`config.mk`:
```
export PLATFORM = sky130hd
export DESIGN_NAME = ars_accumulator
export DESIGN_NICKNAME = d
export VERILOG_FILES = /design/src/shared/ars_pkg.sv /design/src/verilog/ars_accumulator.sv /design/src/verilog/ars_adder.sv /design/src/verilog/ars_sign_fix.sv
export SDC_FILE = /design/constraint.sdc
export NUM_CORES = 1
export LEC_CHECK = 0
export BUFFER_PORTS_ARGS = -buffer_cell sky130_fd_sc_hd__clkbuf_2
export CORE_ASPECT_RATIO = 2
export CORE_MARGIN = 2
export CORE_UTILIZATION = 57
export CTS_BUF_LIST = sky130_fd_sc_hd__clkbuf_4
export CTS_CLUSTER_DIAMETER = 60
export DETAILED_ROUTE_END_ITERATION = 6
export PLACE_DENSITY_LB_ADDON = 0.3
export SYNTH_ARGS = -nofsm -noshare
export SYNTH_HDL_FRONTEND = slang
export SYNTH_SLANG_ARGS = --single-unit
```
`constraint.sdc`:
```
create_clock -name i_clock -period 4.4 [get_ports i_clock]
set_input_delay 0.22 -clock i_clock [delete_from_list [all_inputs] [get_ports i_clock]]
set_output_delay 0.22 -clock i_clock [all_outputs]
set_load 0.03 [all_outputs]
```
`src/shared/ars_pkg.sv`:
```
// Package for the accumulator register shifter: widths, field positions,
// command encoding and the packed structs for the fan-out groups.
// Assumes a single clock domain driven by the control sequencer.
package ars_pkg;

    localparam int unsigned ARS_W        = 32;
    localparam int unsigned ARS_DBL_W    = 64;
    localparam int unsigned ARS_DIGIT    = 4;
    // Bit numbering follows the convention that bit 00 is the MSB
    localparam int unsigned ARS_BYTE_W   = 8;
    localparam int unsigned ARS_CC_HI    = 2;
    localparam int unsigned ARS_CC_LO    = 3;
    localparam int unsigned ARS_PM_HI    = 4;
    localparam int unsigned ARS_PM_LO    = 7;
    localparam int unsigned ARS_SAR_HI   = 8;
    localparam int unsigned ARS_SAR_CMP  = 14;
    localparam int unsigned ARS_SAR_LO   = 31;
    localparam int unsigned ARS_MS_HI    = 12;
    localparam int unsigned ARS_MS_LO    = 15;
    localparam int unsigned ARS_CHD_HI   = 21;
    localparam int unsigned ARS_CHD_LO   = 23;
    localparam int unsigned ARS_CHA_HI   = 24;
    localparam int unsigned ARS_CHA_LO   = 31;
    localparam int unsigned ARS_SC_HI    = 26;
    localparam int unsigned ARS_SC_LO    = 31;
    localparam int unsigned ARS_PAR_HI   = 30;
    localparam int unsigned ARS_PAR_LO   = 31;
    localparam int unsigned ARS_SIGN     = 0;
    localparam int unsigned ARS_OVF_B    = 1;

    localparam logic [ARS_W-1:0] ARS_ZERO = 32'h0000_0000;
    localparam logic [ARS_W-1:0] ARS_ONES = 32'hFFFF_FFFF;
    localparam logic [ARS_W-1:0] ARS_BYTE0_KEEP = 32'h00FF_FFFF;

    // One command per cycle; the sequencer presents an encoded code
    typedef enum logic [3:0] {
        ARS_CMD_NONE,
        ARS_CMD_RESET_ALL,
        ARS_CMD_RESET_BYTE0,
        ARS_CMD_SET_ONES,
        ARS_CMD_ENTRY,
        ARS_CMD_ADD_RESULT,
        ARS_CMD_INTERCHANGE,
        ARS_CMD_COPY_TO_EXT,
        ARS_CMD_SHR1,
        ARS_CMD_SHL1,
        ARS_CMD_SHR4,
        ARS_CMD_SHL4
    } ars_cmd_e;

    // Fields fanned out to status, channel and shift logic
    typedef struct packed {
        logic [1:0] cond_code;
        logic [3:0] prog_mask;
        logic       prog_mask_zero;
        logic [7:0] sys_mask;
        logic [3:0] machine_state;
        logic [2:0] chan_decode;
        logic [7:0] chan_addr;
        logic [5:0] shift_count;
        logic [1:0] shift_ovf_bits;
        logic       sign;
        logic [1:0] ext_parallel;
    } ars_fanout_s;

    // Second storage address register feed
    typedef struct packed {
        logic [23:0] addr;
        logic        even_odd;
    } ars_addr_s;

endpackage

```
`src/verilog/ars_accumulator.sv`:
```
// Accumulator register with extension register, shifter and fan-out.
// Assumes one clock domain; the sequencer issues one command per cycle
// and keeps operand funnel data stable while entry is applied.
`timescale 1ns/1ps

// Overview of operation
// - 32-bit register, funnel data XORed in
// - All-zero detector on whole register
// - Reset clears all with carry, or byte0
// - Set forces ones for complementing
// - Entry enabled unless deconditioned
// - Interchange swaps accumulator and extension
// - Second status load copies, keeps accumulator
// - Shift one moves coupled 64-bit pair
// - Shift four moves coupled 64-bit pair
// - Right four wraps extension low into top
// - Exponent match breaks accumulator-extension link
// - Bits 2-3 condition code, 4-7 mask
// - Bits 4-7 zero check for overflow
// - Bits 08-31 feed address, 08-14 compressed
// - Bits 12-15 load machine-state latches
// - Bits 21-23 decode, 24-31 channel address
// - Bits 26-31 load shift counter
// - Bits 00-01 to shift overflow detect
// - Bit 00 is sign for conditions
// - Bit 00 true or inverted to storage
// - Bits 30-31 copied to parallel positions
// - Bits 00-07 for mask test, system mask
// - Subtract forces adder carry-in
// - Result is adder output XORed in
module ars_accumulator
    import ars_pkg::*;
#(
    parameter int unsigned W = ARS_W
)
(
    input  wire logic          i_clock,
    input  wire logic          i_rst_n,
    input  wire logic          i_clk_en,
    input  wire ars_cmd_e      i_cmd,
    input  wire logic [W-1:0]  i_funnel,
    input  wire logic          i_decondition,
    input  wire logic          i_exp_match,
    input  wire logic [W-1:0]  i_adder_a,
    input  wire logic          i_subtract,
    input  wire logic          i_sign_invert,
    output logic [W-1:0]       o_acc,
    output logic [W-1:0]       o_ext,
    output logic               o_carry_clear,
    output logic               o_acc_zero,
    output logic [W-1:0]       o_store_data,
    output ars_fanout_s        o_fanout,
    output ars_addr_s          o_addr
);
    // Index helper: bit "nn" in the documented numbering (00 = MSB)
    function automatic int unsigned pos(input int unsigned n);
        pos = W - 1 - n;
    endfunction

    logic [W-1:0]   acc_q;
    logic [W-1:0]   acc_d;
    logic [W-1:0]   ext_q;
    logic [W-1:0]   ext_d;
    logic [1:0]     par_q;
    logic [1:0]     par_d;
    logic           carry_clr_q;
    logic [W-1:0]   sum;
    logic [W-1:0]   store_fix;
    logic [2*W-1:0] pair;
    logic [2*W-1:0] pair_sh;

    assign pair = {acc_q, ext_q};

    ars_adder #(
        .W (W)
    ) u_adder (
        .i_a           (i_adder_a),
        .i_c           (acc_q),
        .i_force_carry (i_subtract),
        .o_sum         (sum)
    );

    ars_sign_fix #(
        .W (W)
    ) u_sign (
        .i_data   (acc_q),
        .i_invert (i_sign_invert),
        .o_data   (store_fix)
    );

    // Next-state for the coupled pair; one command only per cycle.
    // A single encoded code is what keeps entry and shifts apart:
    // two strobes at once would need a priority the hardware lacks.
    always_comb
    begin
        acc_d   = acc_q;
        ext_d   = ext_q;
        par_d   = par_q;
        pair_sh = pair;
        unique case (i_cmd)
            ARS_CMD_NONE:
            begin
                acc_d = acc_q;
            end
            ARS_CMD_RESET_ALL:
            begin
                acc_d = ARS_ZERO;
            end
            ARS_CMD_RESET_BYTE0:
            begin
                acc_d = acc_q & ARS_BYTE0_KEEP;
            end
            ARS_CMD_SET_ONES:
            begin
                acc_d = ARS_ONES;
            end
            ARS_CMD_ENTRY:
            begin
                if (!i_decondition)
                begin
                    acc_d = acc_q ^ i_funnel;
                end
            end
            ARS_CMD_ADD_RESULT:
            begin
                acc_d = acc_q ^ sum;
            end
            ARS_CMD_INTERCHANGE:
            begin
                acc_d = ext_q;
                ext_d = acc_q;
            end
            ARS_CMD_COPY_TO_EXT:
            begin
                ext_d = acc_q;
            end
            ARS_CMD_SHR1:
            begin
                pair_sh = {1'b0, pair[2*W-1:1]};
                acc_d   = pair_sh[2*W-1:W];
                ext_d   = pair_sh[W-1:0];
                par_d   = {acc_q[pos(ARS_PAR_HI) + 1], par_q[1]};
            end
            ARS_CMD_SHL1:
            begin
                pair_sh = {pair[2*W-2:0], 1'b0};
                acc_d   = pair_sh[2*W-1:W];
                ext_d   = pair_sh[W-1:0];
            end
            ARS_CMD_SHR4:
            begin
                // loop extension low digit to top
                pair_sh = {pair[ARS_DIGIT-1:0], pair[2*W-1:ARS_DIGIT]};
                acc_d   = pair_sh[2*W-1:W];
                ext_d   = pair_sh[W-1:0];
                if (i_exp_match)
                begin
                    ext_d = {ext_q[W-1:W-ARS_DIGIT],
                             ext_q[W-1:ARS_DIGIT]};
                    ext_d[W-1:W-ARS_DIGIT] = ext_q[W-1:W-ARS_DIGIT];
                end
                par_d   = acc_q[pos(ARS_PAR_HI)+1 +: 2];
            end
            ARS_CMD_SHL4:
            begin
                pair_sh = {pair[2*W-ARS_DIGIT-1:0], {ARS_DIGIT{1'b0}}};
                acc_d   = pair_sh[2*W-1:W];
                ext_d   = pair_sh[W-1:0];
            end
            default:
            begin
                acc_d = acc_q;
            end
        endcase
        // parallel copy on transfers into extension
        if (i_cmd == ARS_CMD_INTERCHANGE || i_cmd == ARS_CMD_COPY_TO_EXT)
        begin
            par_d = acc_q[pos(ARS_PAR_LO) +: 2];
        end
    end

    // Accumulator state; one command is applied per enabled edge
    // and a low enable freezes it along with every other flop
    always_ff @(posedge i_clock)
    begin
        if (!i_rst_n)
        begin
            acc_q <= ARS_ZERO;
        end
        else if (i_clk_en)
        begin
            acc_q <= acc_d;
        end
    end

    // Extension register, coupled to the right of the accumulator;
    // it only changes on interchange, copy and the shift commands
    always_ff @(posedge i_clock)
    begin
        if (!i_rst_n)
        begin
            ext_q <= ARS_ZERO;
        end
        else if (i_clk_en)
        begin
            ext_q <= ext_d;
        end
    end

    // Parallel positions; they track the low bits only on loads and
    // right shifts, so they may differ from the extension's own bits
    always_ff @(posedge i_clock)
    begin
        if (!i_rst_n)
        begin
            par_q <= 2'h0;
        end
        else if (i_clk_en)
        begin
            par_q <= par_d;
        end
    end

    // Companion carry register clear strobe, with the full reset only
    always_ff @(posedge i_clock)
    begin
        if (!i_rst_n)
        begin
            carry_clr_q <= 1'b0;
        end
        else if (i_clk_en)
        begin
            carry_clr_q <= (i_cmd == ARS_CMD_RESET_ALL);
        end
    end

    // Zero flag is formed from the next value so it lines up with
    // o_acc; a flag taken from acc_q would trail by one cycle
    always_ff @(posedge i_clock)
    begin
        if (!i_rst_n)
        begin
            o_acc_zero <= 1'b1;
        end
        else if (i_clk_en)
        begin
            o_acc_zero <= (acc_d == ARS_ZERO);
        end
    end

    // Store path lags the register by one cycle: it is taken from
    // the settled register, so the invert request must stand then
    always_ff @(posedge i_clock)
    begin
        if (!i_rst_n)
        begin
            o_store_data <= ARS_ZERO;
        end
        else if (i_clk_en)
        begin
            o_store_data <= store_fix;
        end
    end

    // Status, channel and shift fan-out; fields of the new value, so
    // consumers see them in the same cycle as the register itself
    always_ff @(posedge i_clock)
    begin
        if (!i_rst_n)
        begin
            o_fanout <= '0;
        end
        else if (i_clk_en)
        begin
            o_fanout.cond_code <= acc_d[pos(ARS_CC_LO) +: 2];
            o_fanout.prog_mask <= acc_d[pos(ARS_PM_LO) +: 4];
            o_fanout.prog_mask_zero <= (acc_d[pos(ARS_PM_LO) +: 4] == 4'h0);
            o_fanout.sys_mask <= acc_d[W-1 -: ARS_BYTE_W];
            o_fanout.machine_state <= acc_d[pos(ARS_MS_LO) +: 4];
            o_fanout.chan_decode <= acc_d[pos(ARS_CHD_LO) +: 3];
            o_fanout.chan_addr   <= acc_d[pos(ARS_CHA_LO) +: 8];
            o_fanout.shift_count <= acc_d[pos(ARS_SC_LO) +: 6];
            o_fanout.shift_ovf_bits <= {acc_d[pos(ARS_SIGN)],
                                        acc_d[pos(ARS_OVF_B)]};
            o_fanout.sign <= acc_d[pos(ARS_SIGN)];
            o_fanout.ext_parallel <= par_d;
        end
    end

    // Address feed; the upper field folds to one flag bit, so a
    // nonzero upper part can never alias a low address
    always_ff @(posedge i_clock)
    begin
        if (!i_rst_n)
        begin
            o_addr <= '0;
        end
        else if (i_clk_en)
        begin
            // address feed, 08-14 merged to 14
            o_addr.addr <= {
                {(ARS_SAR_CMP-ARS_SAR_HI){1'b0}},
                |acc_d[pos(ARS_SAR_CMP) +: (ARS_SAR_CMP-ARS_SAR_HI+1)],
                acc_d[pos(ARS_SAR_LO) +: (ARS_SAR_LO-ARS_SAR_CMP)]};
            o_addr.even_odd <= acc_d[pos(ARS_SAR_LO)];
        end
    end

    // Register views come straight from the state flops; the fan-out
    // above is registered on its own so that no output is a gate
    // away from a flop, at the cost of a second copy of each field
    assign o_acc         = acc_q;
    assign o_ext         = ext_q;
    assign o_carry_clear = carry_clr_q;
endmodule

```
`src/verilog/ars_adder.sv`:
```
// Carry-lookahead adder stage feeding the accumulator.
// Assumes operands are stable in the cycle the result is used.
`timescale 1ns/1ps
module ars_adder
    import ars_pkg::*;
#(
    parameter int unsigned W = ARS_W
)
(
    input  wire logic [W-1:0] i_a,
    input  wire logic [W-1:0] i_c,
    input  wire logic         i_force_carry,
    output logic      [W-1:0] o_sum
);
    logic [W:0] full;

    // Forced carry gives two's complement of a ones-complemented operand
    assign full  = {1'b0, i_a} + {1'b0, i_c} + {{W{1'b0}}, i_force_carry};
    assign o_sum = full[W-1:0];
endmodule

```
`src/verilog/ars_sign_fix.sv`:
```
// Sign-correction gating on the path towards the storage data register.
// Assumes the invert request comes from the control sequencer.
`timescale 1ns/1ps
module ars_sign_fix
    import ars_pkg::*;
#(
    parameter int unsigned W = ARS_W
)
(
    input  wire logic [W-1:0] i_data,
    input  wire logic         i_invert,
    output logic      [W-1:0] o_data
);
    // Only the sign position (MSB, bit 00) is touched
    assign o_data = {i_data[W-1] ^ i_invert, i_data[W-2:0]};
endmodule
```
== Yosys cells after proc, flatten, opt, wreduce, memory -nomap -nowiden ==
Cells that the tools add are included.

* Add/subtract/negate cells: 2
* Multipliers: 0
* Div/mod/pow operators: 0
* Magnitude comparators: 0
* Eq/ne operators: 12
* Shift-type cells: 0
* Muxes and demuxes: 6
* Bitwise operators: 3
* Reductions and logical operators: 10

{| class="wikitable"
|+ Operators with widths
! kind !! count
|-
| 32-bit one-hot mux with 10 select lines || 1
|-
| 32-bit one-hot mux with 5 select lines || 1
|-
| 32-bit 2-to-1 mux || 2
|-
| 32-bit XOR || 2
|-
| 32-bit by 1-bit adder with 32-bit output || 1
|-
| 32-bit adder || 1
|-
| 32-bit logical NOT || 1
|-
| 4-bit by 3-bit == test with 1-bit output, second input constant || 4
|-
| 4-bit == test, second input constant || 4
|-
| 4-bit by 2-bit == test with 1-bit output, second input constant || 2
|-
| 7-bit OR reduction || 1
|-
| 5-bit nonzero test || 1
|-
| 4-bit by 1-bit == test with 1-bit output, second input constant || 1
|-
| 4-bit logical NOT || 1
|-
| 2-bit one-hot mux with 2 select lines || 1
|-
| 2-bit AND reduction || 2
|-
| 3-bit AND reduction || 1
|-
| 3-bit nonzero test || 1
|-
| 2-bit 2-to-1 mux || 1
|-
| 2-bit != test, second input constant || 1
|-
| 2-bit OR reduction || 1
|-
| 1-bit logical OR || 1
|-
| 1-bit XOR || 1
|}

* Flip-flop bits (word level): 158
* Bits in latches: 0
* Bits in writable memories: 0
* Memory bits (read-only): 0
* Input bits: 75
* Output and inout bits: 164
* Memories: 0

== Logic depth before layout (Yosys ltp) ==
* Depth in word-level cells: 5
* Depth in mapped cells: 14
* Mapped depth without buffers: 13

== Hierarchy ==
Synthesis repeated with hierarchy kept, for this count alone.

* Cell total of the unflattened synthesis: 1251
* Area total of the unflattened synthesis: 9908.3 sq um

{| class="wikitable"
|+ By module, submodules not included
! module !! instances !! cells an instance !! area each (sq um)
|-
| ars_accumulator || 1 || 990 || 8015.2
|-
| ars_adder || 1 || 229 || 1651.6
|-
| ars_sign_fix || 1 || 32 || 241.5
|}

== Least setup slack after synthesis ==
No wires, ideal clock.

* Kind: reg-to-reg
* Start: register acc_q[1] (netlist: o_acc[1])
* End: register o_acc_zero
* Library setup time: 0.084 ns
* Data arrival time: 3.084 ns
* Path slack: 1.232 ns
* Cell stages (with the launch flop): 14
* Clock period less this slack: 3.168 ns
* Cell sequence: dfxtp_1 clkbuf_1 inv_1 fa_1 and2b_1 o21bai_4 a211oi_2 nor4_1 a211o_1 a211oi_1 nand2_1 nor4b_2 nand4_1 o31ai_2

* Longest elaborated chain between the ends: 5
* Elaborated cells on any way between the ends: 7
* Classes of those cells: add/sub (2); mux (2); bitwise (2); reduce/logical (1)

{| class="wikitable"
|+ Ends and longest elaborated chain
! item !! line !! source
|-
| start, declared || ars_accumulator.sv:60 || <nowiki>logic [W-1:0] acc_q;</nowiki>
|-
| start signal, assigned || ars_accumulator.sv:188 || <nowiki>acc_q <= ARS_ZERO;</nowiki>
|-
| start signal, assigned || ars_accumulator.sv:192 || <nowiki>acc_q <= acc_d;</nowiki>
|-
| 32-bit adder || ars_adder.sv:18 || <nowiki>assign full = {1'b0, i_a} + {1'b0, i_c} + {{W{1'b0}}, i_force_carry};</nowiki>
|-
| 32-bit by 1-bit adder with 32-bit output || ars_adder.sv:18 ||
|-
| 32-bit XOR || ars_accumulator.sv:126 || <nowiki>acc_d = acc_q ^ sum;</nowiki>
|-
| 32-bit one-hot mux with 10 select lines (*) || ars_accumulator.sv:100 || <nowiki>unique case (i_cmd)</nowiki>
|-
| 32-bit logical NOT (*) || ars_accumulator.sv:247 || <nowiki>o_acc_zero <= (acc_d == ARS_ZERO);</nowiki>
|-
| end signal, assigned || ars_accumulator.sv:247 ||
|-
| end, declared || ars_accumulator.sv:50 || <nowiki>output logic o_acc_zero,</nowiki>
|}

Mark *: on every way between the ends. The rest lies on a longest branch, timed or not.
A chain may end at the register's enable or synchronous reset.

== Final worst setup path ==
* Start: register acc_q[4] (netlist: o_acc[4])
* End: register o_acc_zero

Same word-level chain as after synthesis.

==> flow_summary.ini <==
[cells_and_area]
instances_no_fill = 1751
layout-drive-gt1-share = 0.251
layout-area-overhead-vs-synth_pct = 7.90
final_cell_mix = clkbuf_2, nor2_1, a21oi_1
layout_commonest_cell = clkbuf_2
fill_cells = 1757
layout.nets = 1633

[timing]
finalWorstSetupSlack_ns = 0.614
fin_tns_setup_ns = 0
slew_headroom = 0.139
fin_crit_sh = 0.860
fin_crit_ns = 3.79
drv_slew = 0
hold_slack_ns = 0.206
max_freq_mhz = 264
skew_ns = 0.0324
grt_setup_unrepaired = false
setup_viol = 0
hold_viol_final = 0
worst_pin_slew_ns = 1.28

[drt]
vias_per_cell = 6.91
firstDrtPassIters = 6
wl_per_cell_um = 25.5
final_antenna_net_count = 0
drt_iter0_drc = 1182
routed_wirelength_mm = 44.7
vias = 12100
drc = 0

[logic_synthesis]
synth_xor_area_frac = 0.0341
syn-cell-area_um2 = 10800
synthArstFlopShare = 0
synth.distinct_cells = 95
ys_seq_elements = 102
syn_avg_cell_area_um2 = 7.54
synthAdderAreaFrac = 0.0385
synth-simple-area-share = 0.215
synth_compound_area_frac = 0.264
synthCells = 1432
synth-edff-count = 0
synthFlopType = dfxtp_1
synth_warnings = 0
seq_area_frac_synth = 0.189
synth_mux_area_frac = 0.129
synth_top_family_by_area = compound AO/OA/AOI/OAI gates

[setup_path]
reg2reg_from = o_acc[4]$_SDFFE_PN0P_
max_stage_delay_ns = 0.79
cpMaxStageDelayCell = dfxtp_1
worstSetupPathType = reg2reg
worstPathMaxFanout = 16
crit_arrival_ns = 4.22
crit_path_end = o_acc_zero$_SDFFE_PN1P_
crit_required_ns = 4.84
end_kind = flop
cp-start-kind = flop
cp_top_family = compound AO/OA/AOI/OAI gates
r2r-end = o_acc_zero$_SDFFE_PN1P_
r2r_cells = 11
cp-startpoint = o_acc[4]$_SDFFE_PN0P_
reg2reg_slack_ns = 0.61
path_buf_inv = 0
path_cells = ha_1 > a21o_1 > a31oi_2 > a211o_1 > nand3_1 > nor4b_1 > a211oi_1 > nand2_1 > nor4b_2 > nand4_1 > o31ai_2
cp.depth = 11

[floorplan]
initial_core_util = 0.579
fp.dieW_um = 101
num_rows = 71
num_io_pins = 239
die_h_um = 199
core-area_um2 = 18700
die_area_um2 = 20100

[cts]
postCtsSetupBuffers = 0
cts_buffers = 9
clk_pin_slew_ns = 0.19
ctsResizeCount = 0
clk_path_buf_depth = 2
clock-sinks = 102
clock-root-buffer = clkbuf_4
clkLatencyLatePin_ns = 0.52
cts_hold_repair.buffers = 2
tritoncts = done
h-tree-depth = 3

[grt]
grt_max_degree = 62
antenna_found_initial = 1
grt_pass1_wl_mm = 66.2
grt.total_usage = 0.435
gr-total-overflow = 0
grt_pass1_vias = 11400

[outcome]
status = finished clean

[power]
ir_drop_mv = 0.202
power_density_nw_per_um2 = 252
leakage_uw = 0.00497
power.total_uw = 2940

[min_path]
hold_class = in2reg

[place]
place_inst = 1732
dp_slack_ns = 0.723
io_buffers = 232
dp_hpwl_mm = 33.9
gp_congestion = 1.09

[flow_run]
drv_cap = 0
-- cell type report --
class                   count  area, µm²  share of cell area
multi-input cells        1087       7390               0.634
flip-flops and latches    102       2040               0.175
repair buffers            300       1710               0.146
well taps                 219        274              0.0235
inverters                  26       97.6             0.00837
clock buffers              10       75.1             0.00644
clock inverters             6       62.6             0.00537
diodes                      1       2.50            0.000215
-- synth_stat cells (all sizes together), types with 7 or more instances --
master,instances,area (µm²)
o221ai,9,78.8
nor2b,34,223
nand3,21,105
o22ai,12,75.1
nand4,14,87.6
nor2,192,723
buf,142,1010
nand2b,17,106
nand3b,10,75.1
a21o,13,97.6
nand2,89,334
inv,25,93.8
a311oi,9,78.8
xnor2,27,236
a221oi,9,85.1
a22oi,35,273
a211oi,36,275
o21ai,69,345
and3,7,43.8
mux2i,69,691
a21oi,132,679
mux4,27,608
nor3,49,245
xor2,15,131
clkbuf,80,304
ha,30,375
o211ai,18,135
o21a,10,75.1
a32oi,7,61.3
dfxtp,102,2040
nor3b,8,65.1
a31oi,16,106
mux2,8,90.1
-- registers in the layout (all words and copies together) (netlist names) --
name           count
o_acc_zero         1
o_acc             32
o_addr             1
o_carry_clear      1
o_ext             32
o_fanout           3
o_store_data      32
-- where the power goes --
part	internal [µW]	switching (µW)	total [µW]
sequential	971	64.2	1030
clock	139	400	539
combinational	455	911	1370
-- how the worst min path moves through the flow --
stage                                           from                         end  slack, ns  cells after the start
after floorplan                              i_rst_n      o_acc[24]$_SDFFE_PN0P_       0.34                      1
after global placement    o_carry_clear$_SDFFE_PN0P_  o_carry_clear$_SDFFE_PN0P_       0.46                      2
after detailed placement  o_carry_clear$_SDFFE_PN0P_  o_carry_clear$_SDFFE_PN0P_       0.46                      2
after CTS                                i_exp_match      o_ext[29]$_SDFFE_PN0P_       0.17                      4
after global routing                     i_exp_match      o_ext[28]$_SDFFE_PN0P_       0.19                      4
final                                    i_exp_match      o_ext[29]$_SDFFE_PN0P_       0.21                      4
-- routing by layer --
layer / part of all wire / global-route usage / wire, µm / vias to the layer above
met1: 0.34 / 0.482 / 15000 / 5707
li1: - / - / - / 5327
met2: 0.48 / 0.714 / 21600 / 814
met3: 0.084 / 0.0766 / 3760 / 249
met4: 0.097 / 0.353 / 4340 / 0
met5: 0 / 0 / 0 / -
-- kinds of logic after synthesis --
kind of cell,count (synthesis)
other,1
multiplexers,104
AO/OA/AOI/OAI,424
buffers and inverters,248
adder cells (fa/ha/maj),32
XOR/XNOR,42
flip-flops,102
AND/OR/NAND/NOR,479
-- through the flow --
step                utilization  instance area [µm²]
floorplan                     -                10800
global placement          0.616                11500
detailed placement        0.616                11500
CTS                       0.625                11700
global route              0.625                11700
finish                    0.625                11700
-- worst register-to-register path, stage by stage (launching register included) --
cell and delay, ns:
dfxtp_1 0.79, ha_1 0.44, a21o_1 0.23, a31oi_2 0.19
a211o_1 0.22, nand3_1 0.36, nor4b_1 0.28, a211oi_1 0.43
nand2_1 0.12, nor4b_2 0.30, nand4_1 0.16, o31ai_2 0.23
Note: power is estimated with default switching activity, not from simulation.
